### config.mk
export PLATFORM = sky130hd
export DESIGN_NAME = cascade_timers
export DESIGN_NICKNAME = d
export VERILOG_FILES = /design/src/timer_pkg.sv /design/src/cascade_timers.sv
export SDC_FILE = /design/constraint.sdc
export NUM_CORES = 1
export LEC_CHECK = 0
export BUFFER_PORTS_ARGS = -buffer_cell sky130_fd_sc_hd__buf_2
export CAP_MARGIN = 10
export CORE_MARGIN = 5
export CORE_UTILIZATION = 49
export CTS_CLUSTER_DIAMETER = 120
export DETAILED_ROUTE_END_ITERATION = 6
export PLACE_DENSITY = 0.78
export SETUP_SLACK_MARGIN = 0.15
export SLEW_MARGIN = 20
export SYNTH_ARGS = -nofsm -noshare
export SYNTH_HDL_FRONTEND = slang
export SYNTH_SLANG_ARGS = --single-unit
### constraint.sdc
create_clock -name clk -period 3.5 [get_ports clk]
set_input_delay 0.525 -clock clk [delete_from_list [all_inputs] [get_ports clk]]
set_output_delay 0.525 -clock clk [all_outputs]
set_load 0.01 [all_outputs]
### src/timer_pkg.sv
// Constants shared by the cascadable down-timer unit
package timer_pkg;
	// Register bus
	localparam int ADDR_W = 8;
	localparam logic [1:0] RESP_OKAY = 2'h0;
	localparam logic [1:0] RESP_SLVERR = 2'h2;
	// Byte addresses, one aligned 32-bit word each
	localparam logic [7:0] ADDR_CTRL = 8'h00;
	localparam logic [7:0] ADDR_PORT_DIR = 8'h04;
	localparam logic [7:0] ADDR_PORT_SFR = 8'h08;
	localparam logic [7:0] ADDR_STATUS = 8'h0c;
	localparam logic [7:0] ADDR_CNT0 = 8'h10;
	localparam logic [7:0] ADDR_LOW0 = 8'h20;
	localparam logic [7:0] ADDR_EVEN_HIGH = 8'h30;
	localparam logic [7:0] ADDR_ODD_HIGH = 8'h34;
	// Control register fields
	localparam int CTRL_EN_LSB = 0;
	localparam int CTRL_AUTO_LSB = 4;
	localparam int CTRL_CASC01 = 8;
	localparam int CTRL_CASC23 = 9;
	localparam int CTRL_PWM = 10;
	localparam int CTRL_W = 11;
	localparam logic [CTRL_W-1:0] CTRL_RESET = 11'h000;
	// Port bit that carries the toggle output
	localparam int TOGGLE_BIT = 1;
	// Status register fields
	localparam int STAT_TOGGLE = 0;
	localparam int STAT_PHASE_LSB = 1;
	// Timing: the crystal clock is the system clock
	localparam int CRYSTAL_CLOCK_HZ = 100_000_000;
	localparam int CRYSTAL_CLOCK_PER_TICK = 8;
	localparam logic [2:0] TICK_LAST = 3'(CRYSTAL_CLOCK_PER_TICK - 1);
	localparam logic [7:0] CNT_RESET = 8'h00;
	// Modulator phase
	typedef enum logic [1:0] {
		PWM_FIRST = 2'b00,
		PWM_LOW = 2'b01,
		PWM_HIGH = 2'b10
	} pwm_state_e;
endpackage

### src/cascade_timers.sv
// Four 8-bit down timers with cascading, modulator and AXI4-Lite registers
//
// Implementation choices: the register offsets and the AXI4-Lite slave port.
`timescale 1ns/1ps

module cascade_timers
(
	// Clock and reset
	input wire logic clk,
	input wire logic rst,
	// AXI4-Lite write address
	input wire logic [timer_pkg::ADDR_W-1:0] awaddr,
	input wire logic awvalid,
	output logic awready,
	// AXI4-Lite write data
	input wire logic [31:0] wdata,
	input wire logic [3:0] wstrb,
	input wire logic wvalid,
	output logic wready,
	// AXI4-Lite write response
	output logic [1:0] bresp,
	output logic bvalid,
	input wire logic bready,
	// AXI4-Lite read address
	input wire logic [timer_pkg::ADDR_W-1:0] araddr,
	input wire logic arvalid,
	output logic arready,
	// AXI4-Lite read data
	output logic [31:0] rdata,
	output logic [1:0] rresp,
	output logic rvalid,
	input wire logic rready,
	// Per-timer interrupt requests, bit 0 is even_timer_irq
	output logic [3:0] timer_irq,
	// Toggle pin
	output logic toggle_pin_o,
	output logic toggle_pin_oe
);
	// Register state
	logic [timer_pkg::CTRL_W-1:0] ctrl;
	logic [7:0] port_b_direction;
	logic [7:0] port_b_special_function;
	logic [7:0] cnt [0:3];
	logic [7:0] low_reload [0:3];
	logic [7:0] even_high_reload;
	logic [7:0] odd_high_reload;
	logic toggle_output;
	timer_pkg::pwm_state_e pwm_state;
	logic [2:0] prescale;
	// Bus state
	logic aw_got;
	logic w_got;
	logic [timer_pkg::ADDR_W-1:0] wr_addr;
	logic [31:0] wr_data;
	logic [3:0] wr_strb;

	// Control fields
	wire [3:0] en = ctrl[timer_pkg::CTRL_EN_LSB +: 4];
	wire [3:0] auto_init = ctrl[timer_pkg::CTRL_AUTO_LSB +: 4];
	wire [1:0] casc = {ctrl[timer_pkg::CTRL_CASC23],
		ctrl[timer_pkg::CTRL_CASC01]};
	wire pwm_on = ctrl[timer_pkg::CTRL_PWM] & casc[0];
	wire toggle_mode = port_b_direction[timer_pkg::TOGGLE_BIT] &
		port_b_special_function[timer_pkg::TOGGLE_BIT];
	// Shared tick
	wire tick = (prescale == timer_pkg::TICK_LAST);
	// Write decode
	wire wr_fire = aw_got & w_got & ~bvalid;
	wire [7:0] wr_off = 8'(wr_addr);
	wire sel_ctrl = wr_off == timer_pkg::ADDR_CTRL;
	wire sel_dir = wr_off == timer_pkg::ADDR_PORT_DIR;
	wire sel_sfr = wr_off == timer_pkg::ADDR_PORT_SFR;
	wire sel_stat = wr_off == timer_pkg::ADDR_STATUS;
	wire sel_ehi = wr_off == timer_pkg::ADDR_EVEN_HIGH;
	wire sel_ohi = wr_off == timer_pkg::ADDR_ODD_HIGH;
	wire [3:0] sel_cnt;
	wire [3:0] sel_low;
	wire wr_hit = sel_ctrl | sel_dir | sel_sfr | sel_stat | sel_ehi |
		sel_ohi | (|sel_cnt) | (|sel_low);

	// Byte merge under a strobe
	function automatic logic [7:0] wstrb_merge8(input logic [7:0] old,
		input logic [7:0] nval, input logic strb);
		wstrb_merge8 = strb ? nval : old;
	endfunction

	// Per-timer hardware results
	wire [7:0] hw_val [0:3];
	wire [3:0] hw_we;
	wire [3:0] hw_clr_en;
	wire [3:0] irq_next;
	wire [1:0] pair_exp;
	wire [15:0] pair_reload [0:1];
	// Modulator reload choice for the expiry now under way
	wire pwm_load_high = pwm_on & (
		pwm_state == timer_pkg::PWM_LOW ? 1'b1 :
		pwm_state == timer_pkg::PWM_HIGH ? 1'b0 :
		(toggle_mode & ~toggle_output));
	assign pair_reload[0] = pwm_load_high ?
		{odd_high_reload, even_high_reload} :
		{low_reload[1], low_reload[0]};
	assign pair_reload[1] = {low_reload[3], low_reload[2]};
	genvar g;
	generate
		for (g = 0; g < 4; g = g + 1)
		begin : g_sel
			assign sel_cnt[g] = wr_off == timer_pkg::ADDR_CNT0 + 8'(4 * g);
			assign sel_low[g] = wr_off == timer_pkg::ADDR_LOW0 + 8'(4 * g);
		end
		for (g = 0; g < 2; g = g + 1)
		begin : g_pair
			localparam int E = 2 * g;
			localparam int O = 2 * g + 1;
			// Even byte is the low half of a cascaded value
			wire [15:0] v16 = {cnt[O], cnt[E]};
			wire [15:0] dec16 = v16 - 16'h0001;
			wire run_c = casc[g] & en[E] & tick;
			wire c_exp = run_c & (v16 <= 16'h0001);
			wire e_exp = ~casc[g] & en[E] & tick & (cnt[E] <= 8'h01);
			wire o_exp = ~casc[g] & en[O] & tick & (cnt[O] <= 8'h01);
			wire [15:0] c_val = c_exp ? pair_reload[g] : dec16;
			wire [7:0] e_val = auto_init[E] ? low_reload[E] : 8'h00;
			wire [7:0] o_val = auto_init[O] ? low_reload[O] : 8'h00;
			wire pwm_pair = (g == 0) & pwm_on;
			assign pair_exp[g] = c_exp | e_exp;
			assign hw_we[E] = run_c | (~casc[g] & en[E] & tick);
			assign hw_we[O] = run_c | (~casc[g] & en[O] & tick);
			assign hw_val[E] = casc[g] ? c_val[7:0] :
				(e_exp ? e_val : cnt[E] - 8'h01);
			assign hw_val[O] = casc[g] ? c_val[15:8] :
				(o_exp ? o_val : cnt[O] - 8'h01);
			assign hw_clr_en[E] = e_exp & ~auto_init[E];
			assign hw_clr_en[O] = o_exp & ~auto_init[O];
			// Cascaded pair posts on the even line, except a modulator reload of the low values, which posts on the odd line
			assign irq_next[E] = e_exp |
				(c_exp & (~pwm_pair | pwm_load_high));
			assign irq_next[O] = o_exp |
				(c_exp & pwm_pair & ~pwm_load_high);
		end
	endgenerate

	// Control word after a software write
	wire [timer_pkg::CTRL_W-1:0] ctrl_sw = {
		wr_strb[1] ? wr_data[timer_pkg::CTRL_W-1:8] :
			ctrl[timer_pkg::CTRL_W-1:8],
		wstrb_merge8(ctrl[7:0], wr_data[7:0], wr_strb[0])};
	wire [timer_pkg::CTRL_W-1:0] ctrl_base =
		(wr_fire & sel_ctrl) ? ctrl_sw : ctrl;
	wire [timer_pkg::CTRL_W-1:0] clr_mask =
		{{(timer_pkg::CTRL_W - 4){1'b0}}, hw_clr_en};

	// Prescaler
	always_ff @(posedge clk)
	begin
		if (rst)
			prescale <= 3'h0;
		else
			prescale <= prescale + 3'h1;
	end

	// Control register; the hardware clear is applied last
	always_ff @(posedge clk)
	begin
		if (rst)
			ctrl <= timer_pkg::CTRL_RESET;
		else
			ctrl <= ctrl_base & ~clr_mask;
	end

	// Count registers; a write starts nothing but the value
	always_ff @(posedge clk)
	begin
		for (int i = 0; i < 4; i++)
		begin
			if (rst)
				cnt[i] <= timer_pkg::CNT_RESET;
			else if (wr_fire & sel_cnt[i])
				cnt[i] <= wstrb_merge8(cnt[i], wr_data[7:0], wr_strb[0]);
			else if (hw_we[i])
				cnt[i] <= hw_val[i];
		end
	end

	// Reload registers, read only at expiry
	always_ff @(posedge clk)
	begin
		for (int i = 0; i < 4; i++)
		begin
			if (rst)
				low_reload[i] <= timer_pkg::CNT_RESET;
			else if (wr_fire & sel_low[i])
				low_reload[i] <= wstrb_merge8(low_reload[i], wr_data[7:0],
					wr_strb[0]);
		end
	end

	always_ff @(posedge clk)
	begin
		if (rst)
		begin
			even_high_reload <= timer_pkg::CNT_RESET;
			odd_high_reload <= timer_pkg::CNT_RESET;
		end
		else
		begin
			if (wr_fire & sel_ehi)
				even_high_reload <= wstrb_merge8(even_high_reload,
					wr_data[7:0], wr_strb[0]);
			if (wr_fire & sel_ohi)
				odd_high_reload <= wstrb_merge8(odd_high_reload,
					wr_data[7:0], wr_strb[0]);
		end
	end

	// Port configuration that gates the toggle pin
	always_ff @(posedge clk)
	begin
		if (rst)
		begin
			port_b_direction <= 8'h00;
			port_b_special_function <= 8'h00;
		end
		else
		begin
			if (wr_fire & sel_dir)
				port_b_direction <= wstrb_merge8(port_b_direction,
					wr_data[7:0], wr_strb[0]);
			if (wr_fire & sel_sfr)
				port_b_special_function <= wstrb_merge8(
					port_b_special_function, wr_data[7:0], wr_strb[0]);
		end
	end

	// Modulator phase; any pause or plain mode restarts from the count
	always_ff @(posedge clk)
	begin
		if (rst)
			pwm_state <= timer_pkg::PWM_FIRST;
		else if (~pwm_on | ~en[0])
			pwm_state <= timer_pkg::PWM_FIRST;
		else if (pair_exp[0])
			pwm_state <= pwm_load_high ?
				timer_pkg::PWM_HIGH : timer_pkg::PWM_LOW;
	end

	// Toggle flip-flop clocked by timer zero end-of-count
	always_ff @(posedge clk)
	begin
		if (rst)
			toggle_output <= 1'b0;
		else if (pair_exp[0])
			toggle_output <= pwm_on ? pwm_load_high : ~toggle_output;
	end
	always_ff @(posedge clk)
	begin
		if (rst)
		begin
			toggle_pin_o <= 1'b0;
			toggle_pin_oe <= 1'b0;
			timer_irq <= 4'h0;
		end
		else
		begin
			toggle_pin_o <= (pair_exp[0] ?
				(pwm_on ? pwm_load_high : ~toggle_output) :
				toggle_output);
			toggle_pin_oe <= toggle_mode;
			timer_irq <= irq_next;
		end
	end

	// Write channels: address and data taken in either order
	always_ff @(posedge clk)
	begin
		if (rst)
		begin
			awready <= 1'b1;
			aw_got <= 1'b0;
			wr_addr <= '0;
		end
		else if (awvalid & awready)
		begin
			awready <= 1'b0;
			aw_got <= 1'b1;
			wr_addr <= awaddr;
		end
		else if (wr_fire)
			aw_got <= 1'b0;
		else if (bvalid & bready)
			awready <= 1'b1;
	end

	always_ff @(posedge clk)
	begin
		if (rst)
		begin
			wready <= 1'b1;
			w_got <= 1'b0;
			wr_data <= 32'h0;
			wr_strb <= 4'h0;
		end
		else if (wvalid & wready)
		begin
			wready <= 1'b0;
			w_got <= 1'b1;
			wr_data <= wdata;
			wr_strb <= wstrb;
		end
		else if (wr_fire)
			w_got <= 1'b0;
		else if (bvalid & bready)
			wready <= 1'b1;
	end

	always_ff @(posedge clk)
	begin
		if (rst)
		begin
			bvalid <= 1'b0;
			bresp <= timer_pkg::RESP_OKAY;
		end
		else if (wr_fire)
		begin
			bvalid <= 1'b1;
			bresp <= wr_hit ? timer_pkg::RESP_OKAY : timer_pkg::RESP_SLVERR;
		end
		else if (bready)
			bvalid <= 1'b0;
	end

	// Read selection; reads never disturb the timers
	wire [7:0] rd_off = 8'(araddr);
	wire [31:0] rd_status = {29'h0, pwm_state, toggle_output};
	wire rd_cnt = rd_off[7:4] == timer_pkg::ADDR_CNT0[7:4] & ~|rd_off[1:0];
	wire rd_low = rd_off[7:4] == timer_pkg::ADDR_LOW0[7:4] & ~|rd_off[1:0];
	wire rd_hit = rd_cnt | rd_low |
		rd_off == timer_pkg::ADDR_CTRL |
		rd_off == timer_pkg::ADDR_PORT_DIR |
		rd_off == timer_pkg::ADDR_PORT_SFR |
		rd_off == timer_pkg::ADDR_STATUS |
		rd_off == timer_pkg::ADDR_EVEN_HIGH |
		rd_off == timer_pkg::ADDR_ODD_HIGH;
	wire [31:0] rd_val =
		rd_cnt ? {24'h0, cnt[rd_off[3:2]]} :
		rd_low ? {24'h0, low_reload[rd_off[3:2]]} :
		rd_off == timer_pkg::ADDR_CTRL ? {21'h0, ctrl} :
		rd_off == timer_pkg::ADDR_PORT_DIR ? {24'h0, port_b_direction} :
		rd_off == timer_pkg::ADDR_PORT_SFR ?
			{24'h0, port_b_special_function} :
		rd_off == timer_pkg::ADDR_STATUS ? rd_status :
		rd_off == timer_pkg::ADDR_EVEN_HIGH ? {24'h0, even_high_reload} :
		rd_off == timer_pkg::ADDR_ODD_HIGH ? {24'h0, odd_high_reload} :
		32'h0;

	always_ff @(posedge clk)
	begin
		if (rst)
		begin
			arready <= 1'b1;
			rvalid <= 1'b0;
			rdata <= 32'h0;
			rresp <= timer_pkg::RESP_OKAY;
		end
		else if (arvalid & arready)
		begin
			arready <= 1'b0;
			rvalid <= 1'b1;
			rdata <= rd_val;
			rresp <= rd_hit ? timer_pkg::RESP_OKAY : timer_pkg::RESP_SLVERR;
		end
		else if (rvalid & rready)
		begin
			rvalid <= 1'b0;
			arready <= 1'b1;
		end
	end
endmodule

==> impl_results.md, run 1 <==
- Status: completed
- Worst-Margin Slew: 0.9818 ns
- Worst Hold Depth: 3
- Crit-path slowest cell: nor2_1
- Vias per cell: approximately 6.4
- FF-to-FF Start: cnt[1][0]
- CTS tree: yes
- Top delay family on crit path: simple AND/OR/NAND/NOR gates
- Pwr Total: roughly 4200 uW
- Setup Skew: between 0.007 and 0.008 ns
- Post-CTS Setup Bufs: 0
- Maxcap violations: 0
- Final HPWL DP: around 22,000 um
- Clock slew at reported path FFs: approximately 0.070 ns
- Via count: approximately 8,700
- Largest net degree at the start of global routing: 69
- Synth cell types: 80
- Seq. cell area: 0.003824 sq mm
- Number of instances in the placed design: approximately 1,300
- Maximum VDD drop: about 0.43 mV
- PortBufs: 59
- Critical path peak fanout: 9
- Max Clk Rate: ~330 MHz
- Synth Register Bits: approximately 160
- Setup ws final: 0.5100 ns
- Top-area cell type share of the netlist area: approximately a fifth
- First-pass GRT wire length: 46,240 um
- Initial antenna violation count: 0
- Crit path cell chain: inv_1 -> ha_1 -> nor2b_1 -> a31oi_1 -> nor2_1 -> buf_4 -> mux2i_1 -> o221ai_1
- Post-Syn Instances: roughly 1,100
- Post-synthesis sequential area ratio: 39.47%
- Clk_lat worst skew: approximately 0.44 ns
- Commonest non-fill, non-tap cell in the layout: nand2_1
- Pwr per Cell Area: ~400 mW/mm^2
- Met2 routed WL: approximately 13,000 um
- Ant diodes: 0
- Multi-input logic area: roughly 0.0054 sq mm
- Cts hold-fix bufs: 0
- Initial Util: 49.77%
- Pre-CTS WS: about 0.64 ns
- Lkg Pwr: about 0.0042 uW
- Startpoint types: register
- Max H-tree Level: 4
- Core area: approximately 0.02 sq mm
- Synth area leader: edfxtp_1
- Wl on met1: about 12,000 um
- Layout cells sized above 1: 14.78%
- Syn_area_per_cell: approximately 9.2 sq um
- IO Count: 106
- Final Cycle Share: between 80% and 90%
- Buf/Inv on CP: 2
- Root Buffer: clkbuf_16
- Post_cts resized: 0
- Die area: approximately 0.023 sq mm
- Die Span X: about 150 um
- Most used DFF post-synth: dfxtp_1
- Residual DRC: 0
- Final ANT Viol Nets: 0
- Dpl cell area: a little over 0.01 sq mm
- Crit path required time: roughly 3.7 ns
- CTS sink cnt: 159
- R2R cell count: 8
- Pre-antenna DRT Iters: 7
- FILL cells: 1,728
- Final slew viol count: 0
- Placer Congestion: between 1 and 1.5
- Final Cell Area: 0.01064 sq mm
- DR iter-0 viols: 958
- Setup CP Type: register to register
- Setup_tns: 0 ns
- Slew HR: 34.46%
- Vias in the first global route: between 8,000 and 9,000
- Total GRT Usage: between 20% and 30%
- Final hold vios: 0
- CTS buffer count: 17
- Ys async rst share: 0%
- EDFF count, synth: 64
- Final std cells w/o fill: around 1,400
- Synthesized area: between 0.009 and 0.01 sq mm
- Average wire per cell in the routed design: ~22 um
- Worst EP arrival: 3.16 ns
- Hold path startpoint: wdata[3]
- R2R Setup Slk: about 0.5 ns
- Syn. warnings: 0
- Unrepaired setup endpoints after global routing: no
- Chip Height: about 150 um
- Commonest cells after routing, fill and taps aside: nand2_1 (109), nor2_1 (101), dfxtp_1 (95), edfxtp_1 (64), mux2i_1 (63)
- Final setup vio count: 0
- P&R area growth vs syn: 9.804%
- Max clock buf depth: 2
- GRT Residual Overflow: 0
- Post-route minimum period: approximately 3.0 ns
- Met3 wire length: roughly 3400 um
- Drt total wl: slightly above 30,000 um
- RR Endpoint: cnt[1][5]
- Top sig layer: met4
- Worst path max stage delay: 0.71 ns
- Area contributors post-synth: edfxtp_1 (20%), dfxtp_1 (20%), mux2i_1 (6.5%)
- Worst Hold End: wr_data[3]
- Worst min path class: input pin to register
- Rows: 51
- Layout Nets: 1,154
- Crit end category: register
-- stage by stage --
stage / hold slack, ns / util, %
final: 0.3209 / 54.65
after global routing: 0.3187 / 54.65
after CTS: 0.3121 / 54.65
after detailed placement: 0.4107 / 51.78
after global placement: 0.4079 / 51.78
after floorplan: 0.3992 / -
-- worst min-delay path, delay by kind of cell --
family                 cells  cell delay, ns
buffers and inverters      1            0.10
AO/OA/AOI/OAI              1            0.05
AND/OR/NAND/NOR            1            0.04
-- per-layer routing --
metal	track usage, %	vias to the layer above
met5	0	-
met4	13.69	0
met3	6.562	123
met2	40.28	567
met1	36.31	4071
li1	-	3929
-- worst max path at each step --
stage | startpoint | to | slack [ns] | cells after the start
floorplan | cnt[3][0] | cnt[3][6] | 1.13 | 7
global placement | cnt[1][0] | cnt[1][5] | 0.72 | 8
detailed placement | cnt[1][0] | cnt[1][5] | 0.64 | 8
CTS | cnt[1][0] | cnt[1][5] | 0.61 | 8
global route | cnt[1][0] | cnt[0][3] | 0.43 | 8
finish | cnt[1][0] | cnt[1][5] | 0.51 | 8
-- cells by family after synthesis --
group                      count (synthesis)  share of synthesized area, %
xor gates and xnor gates                  21                         1.899
AOI/OAI and AO/OA                        228                         16.34
buffers and inverters                    116                         5.709
adders and majority gates                 12                         1.550
and+or+nand+nor                          426                         22.86
muxes                                     95                         12.13
other                                      1                       0.03871
DFF                                      159                         39.47
-- cell usage after synthesis (10+ instances only) --
master	instances
dfxtp_1	95
buf_2	16
nand2b_1	14
mux4_2	15
xor2_1	10
a211oi_1	13
clkbuf_1	49
nor3_1	25
mux2i_1	63
nand2_1	109
nand3_1	29
edfxtp_1	64
nor4_1	10
or3_1	11
nor2_1	101
a31oi_1	11
o21ai_0	26
ha_1	12
mux2_2	16
xnor2_1	11
o221ai_1	12
and3_1	12
inv_1	20
nand3b_1	10
and2_1	44
o31ai_1	11
a21oi_1	61
buf_4	24
-- final cells by class --
cell class                      count  share of cell area, %
Sequential cell                   159                  35.95
Multi-Input combinational cell    805                  50.70
Tap cell                          265                  3.117
Clock inverter                     11                 0.9999
Clock buffer                       21                  4.247
Inverter                           20                 0.7058
Timing Repair Buffer               80                  4.282
-- where the power goes --
group	switching, uW	internal [uW]
combinational	213	139
sequential	112	1980
clock	792	1010
total	1120	3130
-- flip-flops by register name, summed over array words and instances, names as in the netlist, 2 cells and up --
signal and count:
even_high_reload 8, wr_addr 8, low_reload 32, wr_strb 2, port_b_special_function 8, wr_data 11
timer_irq 4, cnt 32, pwm_state 2, rdata 11, odd_high_reload 8, port_b_direction 8
ctrl 11, prescale 3
No activity file was read; power rests on OpenSTA's default activity.
==> run 2, diff against run 1 <==
- CTS_BUF_LIST: not set -> sky130_fd_sc_hd__clkbuf_8
==> run 2 against run 1 <==
Effect of this change: worst hold slack worse by 0.056 ns; largest power group unchanged; power is 11% lower; via count grew 0.48%; clock power down 27%; global-route usage shrank 0.23 points.
==> impl_results.md, run 2 (synthesized netlist as in run 1, its figures left out) <==
- FF-to-FF Start: cnt[1][0]
- Unrepaired setup endpoints after global routing: no
- Lkg Pwr: 0.004166 uW
- Final Cycle Share: between 80% and 90%
- Crit-path slowest cell: nor2_1
- Layout Utilization: between 50% and 60%
- Worst path max stage delay: 0.71 ns
- Final setup vio count: 0
- IO Count: about 110
- Pre-CTS WS: between 0.6 and 0.7 ns
- Maxcap violations: 0
- Layout cells sized above 1: approximately 15%
- Critical path peak fanout: 9
- Setup CP Type: register to register
- Post-CTS Setup Bufs: 0
- R2R Setup Slk: 0.51 ns
- First-pass GRT wire length: 45,820 um
- CTS tree: yes
- Final std cells w/o fill: about 1,400
- Status: completed
- Number of instances in the placed design: about 1,300
- Commonest non-fill, non-tap cell in the layout: nand2_1
- Worst Setup EP: cnt[1][5]
- CP startpoint: cnt[1][0]
- RR Endpoint: cnt[1][5]
- Top delay family on crit path: simple AND/OR/NAND/NOR gates
- Largest net degree at the start of global routing: 69
- Pwr Total: 3761 uW
- Worst-Margin Slew: about 1 ns
- Cts hold-fix bufs: 0
- Vias in the first global route: 8,089
- Die Span X: 150.6 um
- Max H-tree Level: 4
- Maximum VDD drop: about 0.28 mV
- R2R cell count: 8
- P&R area growth vs syn: 7.815%
- Commonest cells after routing, fill and taps aside: nand2_1 (109), nor2_1 (101), dfxtp_1 (95), edfxtp_1 (64), mux2i_1 (63)
- Post_cts resized: 0
- Initial antenna violation count: 0
- Pre-antenna DRT Iters: 6
- Setup_tns: 0 ns
- Clock slew at reported path FFs: ~0.1 ns
- Placer Congestion: a little over 1
- Total number of cells along the worst setup path: 8
- CTS buffer count: 17
- FILL cells: 1,761
- PortBufs: 59
- Setup ws final: just over 0.5 ns
- Max clock buf depth: 2
- Crit path required time: about 3.7 ns
- Core area: 0.01946 sq mm
- Total GRT Usage: about a quarter
- Largest registers: cnt x32, low_reload x32
- Buf/Inv on CP: 2
- Worst min path class: input pin to register
- Root Buffer: clkbuf_8
- GRT Residual Overflow: 0
- DR iter-0 viols: between 900 and 1,000
- Final ANT Viol Nets: 0
- Setup Skew: 0.01428 ns
- Max Clk Rate: roughly 330 MHz
- Residual DRC: 0
- Die area: about 0.023 sq mm
- Final slew viol count: 0
- Final hold vios: 0
- Drt total wl: 30,140 um
- Slew HR: between 30% and 40%
- Rows: between 50 and 60
- Clk_lat worst skew: 0.49 ns
- Layout Nets: approximately 1,200
- Vias per cell: around 6.4
- Ant diodes: 0
- Worst EP arrival: roughly 3.2 ns
- Crit path cell chain: inv_1 -> ha_1 -> nor2b_1 -> a31oi_1 -> nor2_1 -> buf_4 -> mux2i_1 -> o221ai_1
- Average wire per cell in the routed design: between 20 and 25 um
- Final HPWL DP: 21,630 um
- Crit end category: register
- Post-route minimum period: roughly 3 ns
- CTS sink cnt: between 150 and 200
- Pwr per Cell Area: 360.2 mW/mm^2
- Startpoint types: register
- Via count: 8,732
- Initial Util: 49.77%
- Chip Height: about 150 um
run 2: per-stage QoR:
stage	hold slack [ns]	instance area, sq um
floorplan	0.3992	9769
global placement	0.4079	10080
detailed placement	0.4107	10080
CTS	0.2516	10440
global route	0.2488	10440
finish	0.2645	10440
run 2: area by class of cell:
class | count | area [sq um] | area share, %
clock buffers | 18 | 247.7 | 2.372
well taps | 265 | 331.6 | 3.175
clock inverters | 14 | 117.6 | 1.126
multi-input cells | 805 | 5393 | 51.64
inverters | 20 | 75.07 | 0.7188
flip-flops and latches | 159 | 3824 | 36.61
repair buffers | 80 | 455.4 | 4.361
run 2: power breakdown:
| part | switching, uW | internal [uW] |
|---|---|---|
| Sequential | 112 | 1980 |
| Combinational | 213 | 139 |
| Clock | 740 | 581 |
| Total | 1060 | 2700 |
run 2: worst min path at each step:
stage / startpoint / end / cells past startpoint
detailed placement: prescale[0] / prescale[0] / 1
global route: wdata[3] / wr_data[3] / 3
finish: wdata[3] / wr_data[3] / 3
floorplan: prescale[0] / prescale[0] / 1
global placement: prescale[0] / prescale[0] / 1
CTS: awaddr[4] / wr_addr[4] / 3
run 2: worst register-to-register path, cell delays in order, from the launching register on:
cell      delay, ns
edfxtp_1       0.58
inv_1          0.19
ha_1           0.30
nor2b_1        0.28
a31oi_1        0.09
nor2_1         0.71
buf_4          0.26
mux2i_1        0.18
o221ai_1       0.14
run 2: layer usage:
layer	part of all wire, %	track usage, %	routed length (um)
met1	39	36.05	11890
met2	44	40.50	13110
met3	12	6.261	3489
met4	5.4	12.65	1638
met5	0	0	0
